--- src/hdl/see_pkg.sv ---
// Shared constants for the serial EEPROM command interpreter and its SPI master
package see_pkg;

  // Instruction opcodes
  localparam logic [7:0] OP_SET_LATCH = 8'h06;
  localparam logic [7:0] OP_CLR_LATCH = 8'h04;
  localparam logic [7:0] OP_STAT_READ = 8'h05;
  localparam logic [7:0] OP_STAT_WRITE = 8'h01;
  localparam logic [7:0] OP_ARR_READ = 8'h03;
  localparam logic [7:0] OP_ARR_WRITE = 8'h02;
  localparam logic [7:0] OP_ID_READ = 8'h83;
  localparam logic [7:0] OP_ID_WRITE = 8'h82;
  // Not a defined opcode; reset value, and marks a command refused during a write cycle
  localparam logic [7:0] OP_NONE = 8'h00;

  // Status byte layout
  localparam int unsigned ST_BUSY_BIT = 0;
  localparam int unsigned ST_LATCH_BIT = 1;
  localparam int unsigned ST_PS_LO_BIT = 2;
  localparam int unsigned ST_PS_HI_BIT = 3;
  localparam int unsigned ST_LOCK_BIT = 7;
  // Nonvolatile bits {status_lock_bit, protect_size_hi, protect_size_lo}
  localparam logic [2:0] NV_RESET = 3'h0;

  // Addressing
  localparam logic [15:0] ARR_ADDR_MASK = 16'h1FFF;
  localparam logic [15:0] ID_ADDR_MASK = 16'hFFE0;
  localparam logic [15:0] LOCK_ADDR = 16'h0400;
  localparam logic [15:0] PROT_QUARTER_BASE = 16'h1800;
  localparam logic [15:0] PROT_HALF_BASE = 16'h1000;
  localparam logic [7:0] ERASED_BYTE = 8'hFF;

  // Timing
  localparam int unsigned CLK_PERIOD_NS = 50;
  localparam int unsigned CLK_FREQ_MHZ = 20;
  localparam int unsigned WRITE_TIME_US = 4000;
  localparam int unsigned WRITE_CYCLES_DEF = WRITE_TIME_US * CLK_FREQ_MHZ;
  localparam int unsigned SCLK_PERIOD_NS = 400;
  localparam int unsigned SCLK_HALF = SCLK_PERIOD_NS / (2 * CLK_PERIOD_NS);

  // Host controller register map
  localparam int unsigned HR_AW = 8;
  localparam logic [7:0] HR_OPCODE = 8'h00;
  localparam logic [7:0] HR_ADDR = 8'h04;
  localparam logic [7:0] HR_WDATA = 8'h08;
  localparam logic [7:0] HR_CTRL = 8'h0C;
  localparam logic [7:0] HR_STATUS = 8'h10;
  localparam logic [7:0] HR_RDATA = 8'h14;
  localparam int unsigned CTRL_GO_BIT = 0;
  localparam int unsigned CTRL_ADDR_BIT = 1;
  localparam int unsigned CTRL_DATA_BIT = 2;
  localparam int unsigned CTRL_GUARD_BIT = 3;
  localparam int unsigned CTRL_RLEN_LSB = 4;
  localparam logic [7:0] CTRL_RESET = 8'h08;

endpackage

--- src/hdl/see_spi_if.sv ---
// SPI link between the EEPROM command interpreter and its master
interface see_spi_if;
  logic sclk;
  logic cs_n;
  logic mosi;
  logic miso;
  logic miso_oe;
  logic guard_n;
  // Resolved data-out wire; undriven reads low
  logic miso_line;

  assign miso_line = miso_oe & miso;

  modport device (
    input sclk,
    input cs_n,
    input mosi,
    input guard_n,
    output miso,
    output miso_oe
  );

  modport host (
    output sclk,
    output cs_n,
    output mosi,
    output guard_n,
    input miso_line
  );
endinterface
--- src/hdl/see_device.sv ---
// EEPROM side: instruction decoder, status register and write-cycle timer
// Notes on behaviour
// Commands are bytes, MSB first, opcode first.
// Unknown opcode: ignore input until deselect.
// Decode latch, status and array opcodes.
// Shared ID opcodes split by following address.
// Array address uses bits 12 to 0.
// ID uses A4..A0; lock uses b10.
// Writes need latch set by set command.
// Latch commands act only at deselect.
// Latch clears on reset, clear, write completion.
// Status read repeats current status any time.
// Master polls busy before next instruction.
// Busy flag high exactly during write cycle.
// Latch clear refuses writes and status writes.
// Protect bits nonvolatile, status write only.
// Lock bit plus low guard blocks status write.
// Status byte: lock,000,hi,lo,latch,busy.
// Protect sizes: none, quarter, half, all.
// Execute only on deselect at exact bit.
// Writes need clock count multiple of eight.
// Sample on rise, shift out after fall.
// Data out released unless returning data.
//
// Implementation choices: the placing of the registers and the address-and-strobe port.
module see_device #(
  parameter int unsigned WRITE_CYCLES = see_pkg::WRITE_CYCLES_DEF
) (
  input wire logic clk_i,
  input wire logic rst_i,
  see_spi_if.device spi,
  output logic [7:0] status_o,
  output logic hw_lock_o,
  output logic id_locked_o,
  output logic write_start_o,
  output logic refused_o
);
  import see_pkg::*;

  typedef enum logic [2:0] {
    SD_OPC,
    SD_ADDR,
    SD_DATA,
    SD_STAT,
    SD_READ,
    SD_HOLD
  } see_dev_state_e;

  see_dev_state_e state_q;
  logic [3:0] sync1_q, sync2_q;
  logic [1:0] prev_q;
  logic armed_q, selected_q;
  logic [7:0] cmd_q, sh_q, sr_new_q, tx_sh_q;
  logic [15:0] addr_q;
  logic [2:0] bcnt_q, nbytes_q, tx_cnt_q;
  logic miso_q, busy_q, latch_q, id_lock_q, pend_sr_q, pend_lock_q;
  logic [2:0] nv_q;
  logic [19:0] wcnt_q;
  logic sclk_rise, sclk_fall, cs_fall, cs_rise, deselect, exec;
  logic [7:0] rx_byte, status_w, tx_src;
  logic hw_lock, tx_on, wr_done, wr_try, go_sr, go_arr, go_idw, go_lock, go_any;

  // Write-protected region test
  function automatic logic is_protected(input logic [2:0] nv, input logic [15:0] a);
    logic [15:0] m;
    m = a & ARR_ADDR_MASK;
    case (nv[1:0])
      2'b01: is_protected = (m >= PROT_QUARTER_BASE);
      2'b10: is_protected = (m >= PROT_HALF_BASE);
      2'b11: is_protected = 1'b1;
      default: is_protected = 1'b0;
    endcase
  endfunction

  // Next state after the opcode byte
  function automatic see_dev_state_e decode(input logic [7:0] op);
    case (op)
      OP_STAT_READ: decode = SD_STAT;
      OP_STAT_WRITE: decode = SD_DATA;
      OP_ARR_READ, OP_ARR_WRITE, OP_ID_READ, OP_ID_WRITE: decode = SD_ADDR;
      default: decode = SD_HOLD;
    endcase
  endfunction

  // Pins cross into clk_i through two flops
  always_ff @(posedge clk_i or posedge rst_i) begin
    if (rst_i) begin
      sync1_q <= 4'hB;
      sync2_q <= 4'hB;
      prev_q <= 2'h3;
    end else begin
      sync1_q <= {spi.guard_n, spi.mosi, spi.cs_n, spi.sclk};
      sync2_q <= sync1_q;
      prev_q <= sync2_q[1:0];
    end
  end

  assign sclk_rise = sync2_q[0] & ~prev_q[0];
  assign sclk_fall = ~sync2_q[0] & prev_q[0];
  assign cs_fall = ~sync2_q[1] & prev_q[1];
  assign cs_rise = sync2_q[1] & ~prev_q[1];
  assign deselect = cs_rise & selected_q;
  assign rx_byte = {sh_q[6:0], sync2_q[2]};
  assign hw_lock = nv_q[2] & ~sync2_q[3];

  // Select only after select has been seen high since reset
  always_ff @(posedge clk_i or posedge rst_i) begin
    if (rst_i) begin
      armed_q <= 1'b0;
      selected_q <= 1'b0;
    end else begin
      if (sync2_q[1]) begin
        armed_q <= 1'b1;
      end
      if (cs_rise) begin
        selected_q <= 1'b0;
      end else if (cs_fall && armed_q) begin
        selected_q <= 1'b1;
      end
    end
  end

  // Command receiver
  always_ff @(posedge clk_i or posedge rst_i) begin
    if (rst_i) begin
      state_q <= SD_OPC;
      cmd_q <= OP_NONE;
      sh_q <= 8'h00;
      addr_q <= 16'h0000;
      sr_new_q <= 8'h00;
      bcnt_q <= 3'h0;
      nbytes_q <= 3'h0;
    end else if (!selected_q) begin
      state_q <= SD_OPC;
      bcnt_q <= 3'h0;
      nbytes_q <= 3'h0;
    end else if (sclk_rise) begin
      sh_q <= rx_byte;
      bcnt_q <= bcnt_q + 3'h1;
      if (bcnt_q == 3'h7) begin
        if (nbytes_q != 3'h7) begin
          nbytes_q <= nbytes_q + 3'h1;
        end
        case (state_q)
          SD_OPC: begin
            // Only status read is taken while a write cycle runs
            if (busy_q && rx_byte != OP_STAT_READ) begin
              cmd_q <= OP_NONE;
              state_q <= SD_HOLD;
            end else begin
              cmd_q <= rx_byte;
              state_q <= decode(rx_byte);
            end
          end
          SD_ADDR: begin
            addr_q <= {addr_q[7:0], rx_byte};
            if (nbytes_q == 3'h2) begin
              state_q <= (cmd_q == OP_ARR_READ || cmd_q == OP_ID_READ) ? SD_READ : SD_DATA;
            end
          end
          SD_DATA: begin
            if (nbytes_q == 3'h1) begin
              sr_new_q <= rx_byte;
            end
          end
          default: begin
          end
        endcase
      end
    end
  end

  assign status_w = {nv_q[2], 3'h0, nv_q[1], nv_q[0], latch_q, busy_q};

  // ID reads of the lock address return the lock state; no array storage here
  always_comb begin
    tx_src = ERASED_BYTE;
    if (state_q == SD_STAT) begin
      tx_src = status_w;
    end else if (cmd_q == OP_ID_READ && addr_q == LOCK_ADDR) begin
      tx_src = {7'h00, id_lock_q};
    end
  end

  assign tx_on = selected_q & (state_q == SD_STAT || state_q == SD_READ);

  // Transmitter: a fresh byte is fetched every eight falling edges
  always_ff @(posedge clk_i or posedge rst_i) begin
    if (rst_i) begin
      tx_cnt_q <= 3'h0;
      tx_sh_q <= 8'h00;
      miso_q <= 1'b0;
    end else if (!tx_on) begin
      tx_cnt_q <= 3'h0;
      miso_q <= 1'b0;
    end else if (sclk_fall) begin
      tx_cnt_q <= tx_cnt_q + 3'h1;
      if (tx_cnt_q == 3'h0) begin
        miso_q <= tx_src[7];
        tx_sh_q <= {tx_src[6:0], 1'b0};
      end else begin
        miso_q <= tx_sh_q[7];
        tx_sh_q <= {tx_sh_q[6:0], 1'b0};
      end
    end
  end

  assign spi.miso = miso_q;
  assign spi.miso_oe = tx_on;

  // Deselect exactly on a byte boundary triggers execution
  assign exec = deselect & (bcnt_q == 3'h0);
  assign wr_try = exec & (state_q == SD_DATA);
  assign go_sr = wr_try & (cmd_q == OP_STAT_WRITE) & (nbytes_q == 3'h2)
               & latch_q & ~hw_lock;
  assign go_arr = wr_try & (cmd_q == OP_ARR_WRITE) & (nbytes_q >= 3'h4)
                & latch_q & ~is_protected(nv_q, addr_q);
  assign go_idw = wr_try & (cmd_q == OP_ID_WRITE) & (nbytes_q >= 3'h4) & latch_q
                & ~id_lock_q & ((addr_q & ID_ADDR_MASK) == 16'h0000);
  assign go_lock = wr_try & (cmd_q == OP_ID_WRITE) & (nbytes_q >= 3'h4) & latch_q
                 & ~id_lock_q & (addr_q == LOCK_ADDR);
  assign go_any = go_sr | go_arr | go_idw | go_lock;
  assign wr_done = busy_q & (wcnt_q == 20'h0_0000);

  // Self-timed write cycle
  always_ff @(posedge clk_i or posedge rst_i) begin
    if (rst_i) begin
      busy_q <= 1'b0;
      wcnt_q <= 20'h0_0000;
      pend_sr_q <= 1'b0;
      pend_lock_q <= 1'b0;
    end else if (go_any) begin
      busy_q <= 1'b1;
      wcnt_q <= 20'(WRITE_CYCLES - 1);
      pend_sr_q <= go_sr;
      pend_lock_q <= go_lock;
    end else if (wr_done) begin
      busy_q <= 1'b0;
      pend_sr_q <= 1'b0;
      pend_lock_q <= 1'b0;
    end else if (busy_q) begin
      wcnt_q <= wcnt_q - 20'h0_0001;
    end
  end

  // Write latch
  always_ff @(posedge clk_i or posedge rst_i) begin
    if (rst_i) begin
      latch_q <= 1'b0;
    end else if (wr_done || (exec && cmd_q == OP_CLR_LATCH && nbytes_q == 3'h1)) begin
      latch_q <= 1'b0;
    end else if (exec && cmd_q == OP_SET_LATCH && nbytes_q == 3'h1) begin
      latch_q <= 1'b1;
    end
  end

  // Nonvolatile bits change only when a status write or lock write cycle completes
  always_ff @(posedge clk_i or posedge rst_i) begin
    if (rst_i) begin
      nv_q <= NV_RESET;
      id_lock_q <= 1'b0;
    end else if (wr_done) begin
      if (pend_sr_q) begin
        nv_q <= {sr_new_q[ST_LOCK_BIT], sr_new_q[ST_PS_HI_BIT], sr_new_q[ST_PS_LO_BIT]};
      end
      if (pend_lock_q) begin
        id_lock_q <= 1'b1;
      end
    end
  end

  assign status_o = status_w;
  assign hw_lock_o = hw_lock;
  assign id_locked_o = id_lock_q;
  assign write_start_o = go_any;
  assign refused_o = wr_try & ~go_any;

endmodule // see_device

--- src/flat_wrapper.sv ---
// flat-port wrapper written by rule: the top's interface ports become plain ports
module see_device_flat import see_pkg::*;
#(
  parameter int unsigned WRITE_CYCLES = see_pkg::WRITE_CYCLES_DEF
)
  (clk_i, rst_i, status_o, hw_lock_o, id_locked_o, write_start_o, refused_o, spi_sclk, spi_cs_n, spi_mosi, spi_guard_n, spi_miso, spi_miso_oe);
  see_spi_if spi_i ();
  input wire logic clk_i;
  input wire logic rst_i;
  output logic [7:0] status_o;
  output logic hw_lock_o;
  output logic id_locked_o;
  output logic write_start_o;
  output logic refused_o;
  input wire logic [$bits(spi_i.sclk)-1:0] spi_sclk;
  input wire logic [$bits(spi_i.cs_n)-1:0] spi_cs_n;
  input wire logic [$bits(spi_i.mosi)-1:0] spi_mosi;
  input wire logic [$bits(spi_i.guard_n)-1:0] spi_guard_n;
  output wire logic [$bits(spi_i.miso)-1:0] spi_miso;
  output wire logic [$bits(spi_i.miso_oe)-1:0] spi_miso_oe;
  assign spi_i.sclk = spi_sclk;
  assign spi_i.cs_n = spi_cs_n;
  assign spi_i.mosi = spi_mosi;
  assign spi_i.guard_n = spi_guard_n;
  assign spi_miso = spi_i.miso;
  assign spi_miso_oe = spi_i.miso_oe;
  see_device #(.WRITE_CYCLES(WRITE_CYCLES)) u_core (.clk_i(clk_i), .rst_i(rst_i), .spi(spi_i), .status_o(status_o), .hw_lock_o(hw_lock_o), .id_locked_o(id_locked_o), .write_start_o(write_start_o), .refused_o(refused_o));
endmodule
--- config.mk ---
export PLATFORM = sky130hd
export DESIGN_NAME = see_device_flat
export DESIGN_NICKNAME = d
export VERILOG_FILES = /design/src/hdl/see_pkg.sv /design/src/hdl/see_spi_if.sv /design/src/hdl/see_device.sv /design/src/flat_wrapper.sv
export SDC_FILE = /design/constraint.sdc
export NUM_CORES = 1
export LEC_CHECK = 0
export BUFFER_PORTS_ARGS = -buffer_cell sky130_fd_sc_hd__buf_2
export CORE_ASPECT_RATIO = 1.5
export CORE_UTILIZATION = 55
export DETAILED_ROUTE_END_ITERATION = 10
export PLACE_DENSITY = 0.75
export SKIP_LAST_GASP = 1
export SYNTH_ARGS = -nofsm -noshare
export SYNTH_HDL_FRONTEND = slang
export SYNTH_SLANG_ARGS = --single-unit
--- constraint.sdc ---
create_clock -name clk_i -period 2.95 [get_ports clk_i]
set_clock_uncertainty 0.05 [all_clocks]
set_input_delay 0.4425 -clock clk_i [delete_from_list [all_inputs] [get_ports clk_i]]
set_output_delay 0.4425 -clock clk_i [all_outputs]
set_load 0.005 [all_outputs]
==> results.json, run 1 <==
{
  "status": "complete, no violations",
  "net-switching-power_w": 0.000620,
  "synth_edf_count": 0,
  "design.core.area_um2": 7710,
  "worst_skew_pair.late_latency_ns": 0.34,
  "detailroute.via_count": 3102,
  "minimum_setup_slack_in_the_final_design_ns": 0.100,
  "internal_power_summed_over_all_cells_w": 0.00220,
  "io_buffer_count": 16,
  "critical_path.startpoint_type": "flop",
  "r2r-start": "u_core.bcnt_q[0]$_DFFE_PP0P_",
  "postLayoutCellArea_um2": 5020,
  "post_route_cells_drive_above_1_share_pct": 22.3,
  "synthToLayoutAreaGrowth_pct": 12.9,
  "grt.busiest_layer": "met2",
  "worstMarginPinSlew_ns": 0.814,
  "timing.critical_path.from": "u_core.bcnt_q[1]$_DFFE_PP0P_",
  "cap_violations": 0,
  "period_minus_slack_ns": 2.85,
  "dpl_hpwl_um": 6240,
  "fmax_mhz": 351,
  "required_time_of_the_worst_setup_path_ns": 2.46,
  "global_route.usage.met2_pct": 38.5,
  "static-leakage-power_nw": 2.40,
  "combinationalPowerShare_pct": 5.5,
  "global_route.usage.met1_pct": 28.2,
  "synthSimpleGateAreaFrac_pct": 19.2,
  "drc_violations_left": 0,
  "ys_seq_elements": 94,
  "buffer_depth_of_the_longest_clock_path": 2,
  "drt_first_iter_violations": 172,
  "synthesis.area_per_instance_um2": 10.8,
  "chipWidth_um": 75.4,
  "worst-setup-path-type": "flop to output pin",
  "ys_types": 53,
  "num_io_pins": 20,
  "postSynth.asyncResetShare_pct": 100,
  "syn-cell-area_um2": 4440,
  "grt_pass1_wl_um": 14700,
  "cp-end-kind": "output pin",
  "grt.met3_usage_pct": 4.94,
  "cts_num_sinks": 94,
  "seqPwrFrac_pct": 50.0,
  "tritoncts": "built",
  "placement_rows": 39,
  "power_density_nw_per_um2": 562,
  "post_synth_xor_area_fraction_pct": 3.94,
  "floorplan.initialDensity_pct": 57.6,
  "slew_headroom_pct": 45.6,
  "grt_max_degree": 49,
  "vias_per_cell": 5.72,
  "synth-adder-area-share_pct": 3.10,
  "clockRootBuffer": "sky130_fd_sc_hd__clkbuf_16",
  "cp_data_arrival_time_ns": 2.36,
  "ys_dominant_reg_cell": "sky130_fd_sc_hd__dfrtp_1",
  "die_area_um2": 8450,
  "final.period_utilization_pct": 96.6,
  "fin_nets": 452,
  "die_y_um": 112,
  "grt_usage_pct": 23.1,
  "hold_slack_ns": 0.155,
  "hold_depth": 1,
  "drtAntennaViolNets": 0,
  "finalWirelength_um": 8810,
  "synth_top_family_by_area": "simple AND/OR/NAND/NOR gates",
  "first_pass_iters": 4,
  "worstPathMaxFanout": 3,
  "antennaDiodeCount": 0,
  "synth_compound_area_share_pct": 9.40,
  "number_of_antenna_violations_at_the_first_check_in_global_routing": 0,
  "route.detailed.wl_per_inst_um": 16.2,
  "hp-class": "primary input to flop",
  "final_total_pwr_w": 0.00282,
  "power.clock.fraction_pct": 44.5,
  "pre_cts_ws_ns": 0.147,
  "finalWeightedCongestion": 0.853,
  "timing_max_transition_violations_final": 0,
  "final_setup_violation_count": 0,
  "syn_inst": 413,
  "first_global_vias": 3112,
  "cts.clk_slew.worst_paths_ns": 0.06,
  "worst_ir_drop_vdd_uv": 512,
  "power.switching_fraction_pct": 22.0,
  "htree_levels": 3,
  "post_synth_mux_area_share_pct": 7.52,
  "numCtsBuffers": 9,
  "hold_start": "spi_guard_n",
  "synth.yosys.warnings": 0,
  "dpl_cell_area_um2": 4630,
  "gr-total-overflow": 0,
  "part_of_the_yosys_area_used_for_sequential_elements_pct": 53.2,
  "r2r_cells": 7,
  "final_hold_viol_count": 0
}
-- registers in the layout (all words and copies together), names as in the netlist, 4 cells and up --
signal          cells
u_core.wcnt_q      20
u_core.addr_q      16
u_core.cmd_q        8
u_core.sh_q         7
u_core.tx_sh_q      7
u_core.sync1_q      4
u_core.sync2_q      4
-- worst max-delay path, stage by stage (launching register included) --
cell	delay [ns]
sky130_fd_sc_hd__dfrtp_1	0.38
sky130_fd_sc_hd__inv_1	0.08
sky130_fd_sc_hd__ha_2	0.17
sky130_fd_sc_hd__or4b_4	0.49
sky130_fd_sc_hd__nor4_4	0.17
sky130_fd_sc_hd__nand4b_1	0.17
sky130_fd_sc_hd__o21a_1	0.25
sky130_fd_sc_hd__inv_2	0.10
sky130_fd_sc_hd__nor3_1	0.07
sky130_fd_sc_hd__buf_2	0.14
-- metrics by stage --
| step | utilization, % | instances | setup TNS [ns] |
|---|---|---|---|
| final | 65.1 | 542 | 0 |
| after CTS | 64.7 | 538 | 0 |
| after floorplan | - | 415 | 0 |
| after global placement | 60.0 | 521 | 0 |
| after detailed placement | 60.0 | 521 | 0 |
| after global routing | 65.1 | 542 | -0.0189 |
-- synth_stat cells (2+ instances only) --
| cell type | instances | area (µm²) |
|---|---|---|
| sky130_fd_sc_hd__o21a_1 | 2 | 15.0 |
| sky130_fd_sc_hd__nor2_1 | 37 | 139 |
| sky130_fd_sc_hd__dfstp_2 | 8 | 210 |
| sky130_fd_sc_hd__mux2_2 | 27 | 304 |
| sky130_fd_sc_hd__and3_1 | 2 | 12.5 |
| sky130_fd_sc_hd__and2_1 | 3 | 18.8 |
| sky130_fd_sc_hd__nand4_1 | 6 | 37.5 |
| sky130_fd_sc_hd__o21ai_0 | 18 | 90.1 |
| sky130_fd_sc_hd__o211ai_1 | 9 | 67.6 |
| sky130_fd_sc_hd__clkbuf_1 | 10 | 37.5 |
| sky130_fd_sc_hd__nand4b_1 | 3 | 26.3 |
| sky130_fd_sc_hd__nor4_1 | 10 | 62.6 |
| sky130_fd_sc_hd__nand3b_1 | 2 | 15.0 |
| sky130_fd_sc_hd__nor3b_1 | 3 | 22.5 |
| sky130_fd_sc_hd__or4_4 | 2 | 22.5 |
| sky130_fd_sc_hd__buf_2 | 2 | 10.0 |
| sky130_fd_sc_hd__a22o_1 | 7 | 61.3 |
| sky130_fd_sc_hd__o31ai_1 | 3 | 22.5 |
| sky130_fd_sc_hd__nand2_1 | 41 | 154 |
| sky130_fd_sc_hd__or2_2 | 4 | 25.0 |
| sky130_fd_sc_hd__buf_1 | 2 | 7.51 |
| sky130_fd_sc_hd__nor3_1 | 11 | 55.1 |
| sky130_fd_sc_hd__xnor2_1 | 10 | 87.6 |
| sky130_fd_sc_hd__mux2i_1 | 3 | 30.0 |
| sky130_fd_sc_hd__buf_4 | 5 | 37.5 |
| sky130_fd_sc_hd__a21boi_0 | 2 | 15.0 |
| sky130_fd_sc_hd__inv_1 | 15 | 56.3 |
| sky130_fd_sc_hd__dfrtp_1 | 86 | 2150 |
| sky130_fd_sc_hd__nand2b_1 | 4 | 25.0 |
| sky130_fd_sc_hd__a31oi_1 | 5 | 31.3 |
| sky130_fd_sc_hd__a221o_1 | 2 | 20.0 |
| sky130_fd_sc_hd__or3b_2 | 2 | 17.5 |
| sky130_fd_sc_hd__nand3_1 | 10 | 50.1 |
| sky130_fd_sc_hd__nor2b_1 | 7 | 43.8 |
| sky130_fd_sc_hd__a21oi_1 | 8 | 40.0 |
| sky130_fd_sc_hd__ha_1 | 11 | 138 |
| sky130_fd_sc_hd__xor2_1 | 10 | 87.6 |
| sky130_fd_sc_hd__or4_1 | 6 | 45.0 |
-- repair_timing --
action / CTS / global route
pin swaps: 1 / 2
cloned: 0 / 0
gates resized for setup: 3 / 2
hold endpoints to repair: 0 / 0
hold buffers: 0 / 0
setup buffers: 1 / 4
setup endpoints to repair: 2 / 2
-- placed cells by master (no fill, tap or decap), types with 3 or more instances in the layout --
cell type / netlist / final
sky130_fd_sc_hd__dfstp_2: 8 / 8
sky130_fd_sc_hd__or4_1: 6 / 6
sky130_fd_sc_hd__a21oi_1: 8 / 8
sky130_fd_sc_hd__buf_4: 5 / 12
sky130_fd_sc_hd__nor2b_1: 7 / 7
sky130_fd_sc_hd__a22o_1: 7 / 7
sky130_fd_sc_hd__ha_1: 11 / 10
sky130_fd_sc_hd__clkbuf_16: 0 / 9
sky130_fd_sc_hd__o211ai_1: 9 / 9
sky130_fd_sc_hd__conb_1: 1 / 3
sky130_fd_sc_hd__xor2_1: 10 / 10
sky130_fd_sc_hd__o21ai_0: 18 / 18
sky130_fd_sc_hd__nand2b_1: 4 / 4
sky130_fd_sc_hd__nor3b_1: 3 / 3
sky130_fd_sc_hd__o31ai_1: 3 / 3
sky130_fd_sc_hd__inv_1: 15 / 12
sky130_fd_sc_hd__nand4_1: 6 / 6
sky130_fd_sc_hd__dfrtp_1: 86 / 86
sky130_fd_sc_hd__nand3_1: 10 / 10
sky130_fd_sc_hd__nand2_1: 41 / 41
sky130_fd_sc_hd__buf_2: 2 / 16
sky130_fd_sc_hd__xnor2_1: 10 / 10
sky130_fd_sc_hd__nor3_1: 11 / 11
sky130_fd_sc_hd__nor2_1: 37 / 37
sky130_fd_sc_hd__and2_1: 3 / 3
sky130_fd_sc_hd__or2_2: 4 / 4
sky130_fd_sc_hd__nand4b_1: 3 / 3
sky130_fd_sc_hd__mux2i_1: 3 / 3
sky130_fd_sc_hd__mux2_2: 27 / 27
sky130_fd_sc_hd__a31oi_1: 5 / 5
sky130_fd_sc_hd__nor4_1: 10 / 9
-- path summary, 6_finish.rpt --
path	end	slack, ns
worst max-delay path	refused_o	0.10
worst min-delay path	u_core.sync1_q[3]$_DFF_PP1_	0.16
max in group asynchronous	u_core.sync1_q[1]$_DFF_PP1_	1.90
worst min register to register	u_core.sync2_q[2]$_DFF_PP0_	0.30
min in group asynchronous	u_core.wcnt_q[0]$_DFFE_PP0P_	0.18
worst max register to register	u_core.cmd_q[6]$_DFFE_PP0P_	0.41
-- routing by layer --
| metal | wire, µm | up-vias | part of all wire [%] |
|---|---|---|---|
| li1 | - | 1494 | - |
| met1 | 3640 | 1527 | 41 |
| met2 | 4630 | 63 | 53 |
| met3 | 276 | 18 | 3.1 |
| met4 | 259 | 0 | 2.9 |
| met5 | 0 | - | 0 |
-- layout make-up --
| type | instances | area [µm²] |
|---|---|---|
| multi-input cells | 286 | 1950 |
| clock inverters | 5 | 81.3 |
| clock buffers | 11 | 253 |
| fillers | 646 | 2690 |
| repair buffers | 29 | 190 |
| inverters | 15 | 57.6 |
| well taps | 102 | 128 |
| flip-flops and latches | 94 | 2360 |
-- power by group through the flow --
stage          Sequential, W  Clock [W]  Combinational (W)
3_3_place_gp         0.00143          0           0.000148
6_report             0.00141    0.00125           0.000155
4_1_cts              0.00141    0.00128           0.000153
3_5_place_dp         0.00144          0           0.000150
2_1_floorplan        0.00140          0           0.000120
5_1_grt              0.00142    0.00134           0.000175
-- cells by family (layout without fill, tap and decap cells) --
| kind of cell | count (synthesis) | in the layout |
|---|---|---|
| xor gates and xnor gates | 20 | 20 |
| muxes | 30 | 30 |
| AOI/OAI and AO/OA | 61 | 61 |
| buffers and inverters | 35 | 60 |
| and+or+nand+nor | 161 | 161 |
| other | 1 | 3 |
| adders and majority gates | 11 | 11 |
| DFF | 94 | 94 |
Power figures use the tool's default switching activity.
==> inputs of run 2 (changes only) <==
Settings changed: CTS_BUF_LIST set to sky130_fd_sc_hd__clkbuf_2 sky130_fd_sc_hd__clkbuf_4 sky130_fd_sc_hd__clkbuf_8, PLACE_DENSITY 0.75 to 0.72.
Clock period 2.95 ns to 2.97 ns, I/O delays scaled along.
==> run 2 against run 1 <==
  * Die area is the same
  * Sequential power about the same
  * Sequential cell count unchanged
  * Highest routed layer unchanged
  * Critical path type unchanged
  * Critical path depth stayed put
  * Routed wire length fell by 3.5%
  * Via count is 0.35% higher
  * Worst setup slack got worse by 0.023 ns
==> results.json, run 2 (synthesis results as in run 1) <==
{
  "status": "complete, no violations",
  "floorplan.initialDensity_pct": 57.6,
  "cp-end-kind": "output pin",
  "htree_levels": 3,
  "cts.clk_slew.worst_paths_ns": 0.08,
  "post_route_cells_drive_above_1_share_pct": 22.7,
  "worstMarginPinSlew_ns": 0.657,
  "path_cells": "inv_2, ha_4, or4b_4, nor4_4, nand4b_1, o21a_1, inv_2, nor3_1, buf_2",
  "worstPathMaxFanout": 3,
  "largest_registers": "u_core.wcnt_q (20), u_core.addr_q (16), u_core.cmd_q (8)",
  "die_y_um": 112,
  "fin_nets": 454,
  "power_density_nw_per_um2": 501,
  "final_setup_violation_count": 0,
  "grt_usage_pct": 22.5,
  "largest_reg_flops": 20,
  "vias_per_cell": 5.73,
  "number_of_antenna_violations_at_the_first_check_in_global_routing": 0,
  "clockRootBuffer": "sky130_fd_sc_hd__clkbuf_8",
  "synthToLayoutAreaGrowth_pct": 10.4,
  "crit_buf_inv": 3,
  "finalWeightedCongestion": 0.852,
  "power.clock.fraction_pct": 36.8,
  "required_time_of_the_worst_setup_path_ns": 2.47,
  "static-leakage-power_nw": 2.35,
  "io_buffer_count": 16,
  "cap_violations": 0,
  "numCtsBuffers": 9,
  "critical_path.startpoint_type": "flop",
  "layout_commonest_cell": "sky130_fd_sc_hd__dfrtp_1",
  "first_pass_iters": 4,
  "cts_num_sinks": 94,
  "final.period_utilization_pct": 97.4,
  "die_area_um2": 8450,
  "internal_power_summed_over_all_cells_w": 0.00188,
  "buffer_depth_of_the_longest_clock_path": 2,
  "gr-total-overflow": 0,
  "fmax_mhz": 346,
  "cp_slowest_stage_delay_ns": 0.47,
  "drtAntennaViolNets": 0,
  "finalWirelength_um": 8490,
  "num_io_pins": 20,
  "worst_ir_drop_vdd_uv": 337,
  "postCtsHoldBufs": 0,
  "family_with_the_most_delay_on_the_worst_path": "simple AND/OR/NAND/NOR gates",
  "placement_rows": 39,
  "critical-path-top-cell-by-count": "sky130_fd_sc_hd__inv_2",
  "final_hold_viol_count": 0,
  "detailroute.via_count": 3113,
  "dpl_hpwl_um": 6150,
  "route.detailed.wl_per_inst_um": 15.6,
  "timing_max_transition_violations_final": 0,
  "seqPwrFrac_pct": 56.8,
  "first_global_vias": 3077,
  "final_cell_mix": "sky130_fd_sc_hd__dfrtp_1 (86), sky130_fd_sc_hd__nand2_1 (41), sky130_fd_sc_hd__nor2_1 (37)",
  "drt_first_iter_violations": 186,
  "grt_pass1_wl_um": 14400,
  "hold_slack_ns": 0.125,
  "regMostFlops": "u_core.wcnt_q",
  "combinationalPowerShare_pct": 6.4,
  "slew_headroom_pct": 56.2,
  "hp-class": "primary input to flop",
  "cp_data_arrival_time_ns": 2.40,
  "worst_path_max_delay_cell": "sky130_fd_sc_hd__or4b_4",
  "drc_violations_left": 0,
  "grt_max_degree": 51,
  "layout.cells.non_filler": 543,
  "antennaDiodeCount": 0,
  "net-switching-power_w": 0.000585,
  "period_minus_slack_ns": 2.89,
  "chipWidth_um": 75.4,
  "tritoncts": "built",
  "worst_skew_pair.late_latency_ns": 0.36,
  "dpl.cell_count": 522,
  "worst-setup-path-type": "flop to output pin",
  "design.core.area_um2": 7710,
  "power.switching_fraction_pct": 23.8
}
[run 2: area by class of cell]
| class | instances | area, µm² |
|---|---|---|
| fill | 676 | 2800 |
| multi-input combinational | 286 | 1960 |
| sequential | 94 | 2360 |
| clock inverter | 6 | 87.6 |
| inverter | 15 | 57.6 |
| clock buffer | 9 | 124 |
| timing repair buffer | 31 | 193 |
| tap | 102 | 128 |
[run 2: power by group through the flow]
stage	clock (W)	combinational (W)	sequential, W
floorplan	0	0.000119	0.00140
global placement	0	0.000145	0.00142
detailed placement	0	0.000148	0.00142
CTS	0.000929	0.000150	0.00140
global route	0.000969	0.000178	0.00141
finish	0.000905	0.000158	0.00140
[run 2: routing by layer]
layer  vias up  routed length, µm  share of wire, %  GRT usage (%)
met1      1557               3490                41           26.3
met5         -                  0                 0              0
li1       1493                  -                 -              -
met2        44               4590                54           38.5
met3        19                231               2.7           5.03
met4         0                178               2.1           9.75
[run 2: per-stage QoR]
stage	utilization [%]	total power, W	setup TNS [ns]	cell area, µm²	worst slack [ns]
3_5_place_dp	60.0	0.00157	0	4620	0.189
5_1_grt	63.7	0.00256	-0.0192	4910	-0.0192
4_1_cts	63.0	0.00248	0	4860	0.0577
2_1_floorplan	-	0.00151	0	4450	0.0391
3_3_place_gp	60.0	0.00157	0	4620	0.259
6_report	63.7	0.00246	0	4910	0.0769
[run 2: what timing repair did]
item | 4_1_cts | 5_1_grt
buffers inserted | 1 | 5
gates resized for setup | 2 | 5
pin swaps | 2 | 3
setup endpoints to repair | 2 | 2
[run 2: worst paths after layout]
check	slack, ns	start	end	cells after the start
worst max register to register	0.43	u_core.bcnt_q[0]$_DFFE_PP0P_	u_core.pend_lock_q$_DFFE_PP0P_	9
max in group asynchronous	2.27	rst_i	u_core.armed_q$_DFFE_PP0P_	3
min in group asynchronous	0.16	rst_i	u_core.wcnt_q[1]$_DFFE_PP0P_	3
worst min-delay path	0.12	spi_cs_n	u_core.sync1_q[1]$_DFF_PP1_	1
worst min register to register	0.30	u_core.sync1_q[0]$_DFF_PP1_	u_core.sync2_q[0]$_DFF_PP1_	0
worst max-delay path	0.08	u_core.bcnt_q[0]$_DFFE_PP0P_	refused_o	9
==> inputs of run 3 (changes only) <==
Settings changed: CELL_PAD_IN_SITES_DETAIL_PLACEMENT set to 1, CELL_PAD_IN_SITES_GLOBAL_PLACEMENT set to 1, CORE_UTILIZATION 55 to 51, PLACE_DENSITY 0.72 to unset, PLACE_DENSITY_LB_ADDON set to 0.1.
==> run 3 against run 2 <==
  * Maximum frequency fell by 0.24%
  * Critical endpoint unchanged
  * Combinational power fell by 3%
  * Sequential share of layout area fell by 0.073 points
  * Critical path type unchanged
  * Critical path depth did not move
  * Power rose by 2.6%
  * Worst setup slack got worse by 0.0071 ns
==> results.json, run 3 (synthesis results as in run 1) <==
{
  "status": "complete, no violations",
  "cp-end-kind": "output pin",
  "worst_skew_pair.late_latency_ns": 0.37,
  "buffer_depth_of_the_longest_clock_path": 2,
  "vias_per_cell": 5.74,
  "cap_violations": 0,
  "largest_reg_flops": 20,
  "worst-setup-path-type": "flop to output pin",
  "numCtsBuffers": 9,
  "cts.clk_slew.worst_paths_ns": 0.09,
  "hp-class": "primary input to asynchronous set/reset pin",
  "slew_headroom_pct": 55.6,
  "worstPathMaxFanout": 3,
  "num_io_pins": 20,
  "die_area_um2": 9100,
  "final.period_utilization_pct": 97.6,
  "seqPwrFrac_pct": 55.7,
  "r2r-start": "u_core.wcnt_q[16]$_DFFE_PP0P_",
  "post_route_cells_drive_above_1_share_pct": 21.8,
  "internal_power_summed_over_all_cells_w": 0.00193,
  "first_pass_iters": 6,
  "first_global_vias": 3327,
  "unrepaired_setup_endpoints_after_global_routing": "true",
  "required_time_of_the_worst_setup_path_ns": 2.47,
  "die_y_um": 116,
  "layout_commonest_cell": "sky130_fd_sc_hd__dfrtp_1",
  "number_of_antenna_violations_at_the_first_check_in_global_routing": 0,
  "combinationalPowerShare_pct": 6.0,
  "path_cells": "inv_1, ha_1, or4b_4, nor4_4, nand4b_1, o21a_1, inv_2, nor3_1, buf_2",
  "dpl_hpwl_um": 7370,
  "grt_pass1_wl_um": 16900,
  "grt_max_degree": 63,
  "power_density_nw_per_um2": 513,
  "io_buffer_count": 16,
  "power.switching_fraction_pct": 23.7,
  "synthToLayoutAreaGrowth_pct": 10.6,
  "final_cell_mix": "sky130_fd_sc_hd__dfrtp_1 (86), sky130_fd_sc_hd__nand2_1 (41), sky130_fd_sc_hd__nor2_1 (37)",
  "worstMarginPinSlew_ns": 0.666,
  "design.core.area_um2": 8410,
  "fin_nets": 452,
  "regMostFlops": "u_core.wcnt_q",
  "period_minus_slack_ns": 2.90,
  "drc_violations_left": 0,
  "final_setup_violation_count": 0,
  "route.detailed.wl_per_inst_um": 18.8,
  "detailroute.via_count": 3142,
  "cp_data_arrival_time_ns": 2.40,
  "antennaDiodeCount": 0,
  "final_util_pct": 58.4,
  "fmax_mhz": 345,
  "finalWirelength_um": 10300,
  "grt_usage_pct": 24.6,
  "postCtsHoldBufs": 0,
  "static-leakage-power_nw": 2.35,
  "clockRootBuffer": "sky130_fd_sc_hd__clkbuf_8",
  "finalWeightedCongestion": 0.785,
  "placement_rows": 41,
  "chipWidth_um": 78.2,
  "timing.critical_path.from": "u_core.bcnt_q[0]$_DFFE_PP0P_",
  "worst_path_max_delay_cell": "sky130_fd_sc_hd__or4b_4",
  "drtAntennaViolNets": 0,
  "net-switching-power_w": 0.000598,
  "largest_registers": "u_core.wcnt_q (20), u_core.addr_q (16), u_core.cmd_q (8)",
  "floorplan.initialDensity_pct": 52.8,
  "worst_ir_drop_vdd_uv": 371,
  "drt_first_iter_violations": 168,
  "power.clock.fraction_pct": 38.3,
  "tritoncts": "built",
  "htree_levels": 3,
  "gr-total-overflow": 0,
  "cts_num_sinks": 94,
  "setup.reg_to_reg.worst_slack_ns": 0.46,
  "final_hold_viol_count": 0,
  "timing_max_transition_violations_final": 0,
  "critical_path.startpoint_type": "flop",
  "cp_slowest_stage_delay_ns": 0.49,
  "setup_tns_ns": 0
}
run 3: worst max-delay path: cells and delay by family (launching register included):
family | cells | cell delay (ns)
AOI/OAI and AO/OA | 1 | 0.24
adders and majority gates | 1 | 0.17
buffers and inverters | 3 | 0.33
DFF | 1 | 0.39
and+or+nand+nor | 4 | 0.90
run 3: area by class of cell:
class / count / area (µm²)
tap: 107 / 134
timing repair buffer: 29 / 190
fill: 948 / 3500
inverter: 15 / 57.6
clock buffer: 13 / 160
sequential: 94 / 2360
multi-input combinational: 286 / 1940
clock inverter: 3 / 67.6
run 3: power groups by stage:
stage	Clock [W]	Sequential, W	Combinational [W]
finish	0.000966	0.00140	0.000153
global route	0.00103	0.00142	0.000171
CTS	0.000992	0.00141	0.000156
detailed placement	0	0.00143	0.000154
global placement	0	0.00143	0.000146
floorplan	0	0.00140	0.000119
run 3: timing repair:
action,4_1_cts,5_1_grt
setup endpoints to repair,2,2
cloned,0,0
pin swaps,3,0
resized for setup,3,0
buffers inserted,2,1
run 3: worst paths after layout:
path	to	cells after the start
max	refused_o	9
min	u_core.cmd_q[3]$_DFFE_PP0P_	2
max reg2reg	u_core.nv_q[2]$_DFFE_PP0P_	5
min reg2reg	u_core.sync2_q[2]$_DFF_PP0_	0
max in group asynchronous	u_core.sync2_q[3]$_DFF_PP1_	3
min in group clk_i	u_core.sync1_q[3]$_DFF_PP1_	1
run 3: per-layer routing:
| layer | share of wire, % | vias up | track usage (%) |
|---|---|---|---|
| met1 | 42 | 1610 | 28.0 |
| met2 | 54 | 37 | 45.4 |
| li1 | - | 1480 | - |
| met3 | 2.0 | 15 | 4.30 |
| met5 | 0 | - | 0 |
| met4 | 2.3 | 0 | 9.88 |
run 3: through the flow:
| stage | setup slack [ns] | std cells | power [W] | cell area (µm²) | hold WS (ns) |
|---|---|---|---|---|---|
| final | 0.0699 | 547 | 0.00252 | 4920 | 0.0609 |
| after global routing | -0.0591 | 547 | 0.00262 | 4920 | 0.0860 |
| after CTS | 0.00178 | 546 | 0.00255 | 4910 | 0.0589 |
| after detailed placement | 0.103 | 528 | 0.00159 | 4650 | 0.297 |
| after global placement | 0.238 | 528 | 0.00158 | 4650 | 0.285 |
| after floorplan | 0.0391 | 415 | 0.00151 | 4450 | 0.281 |
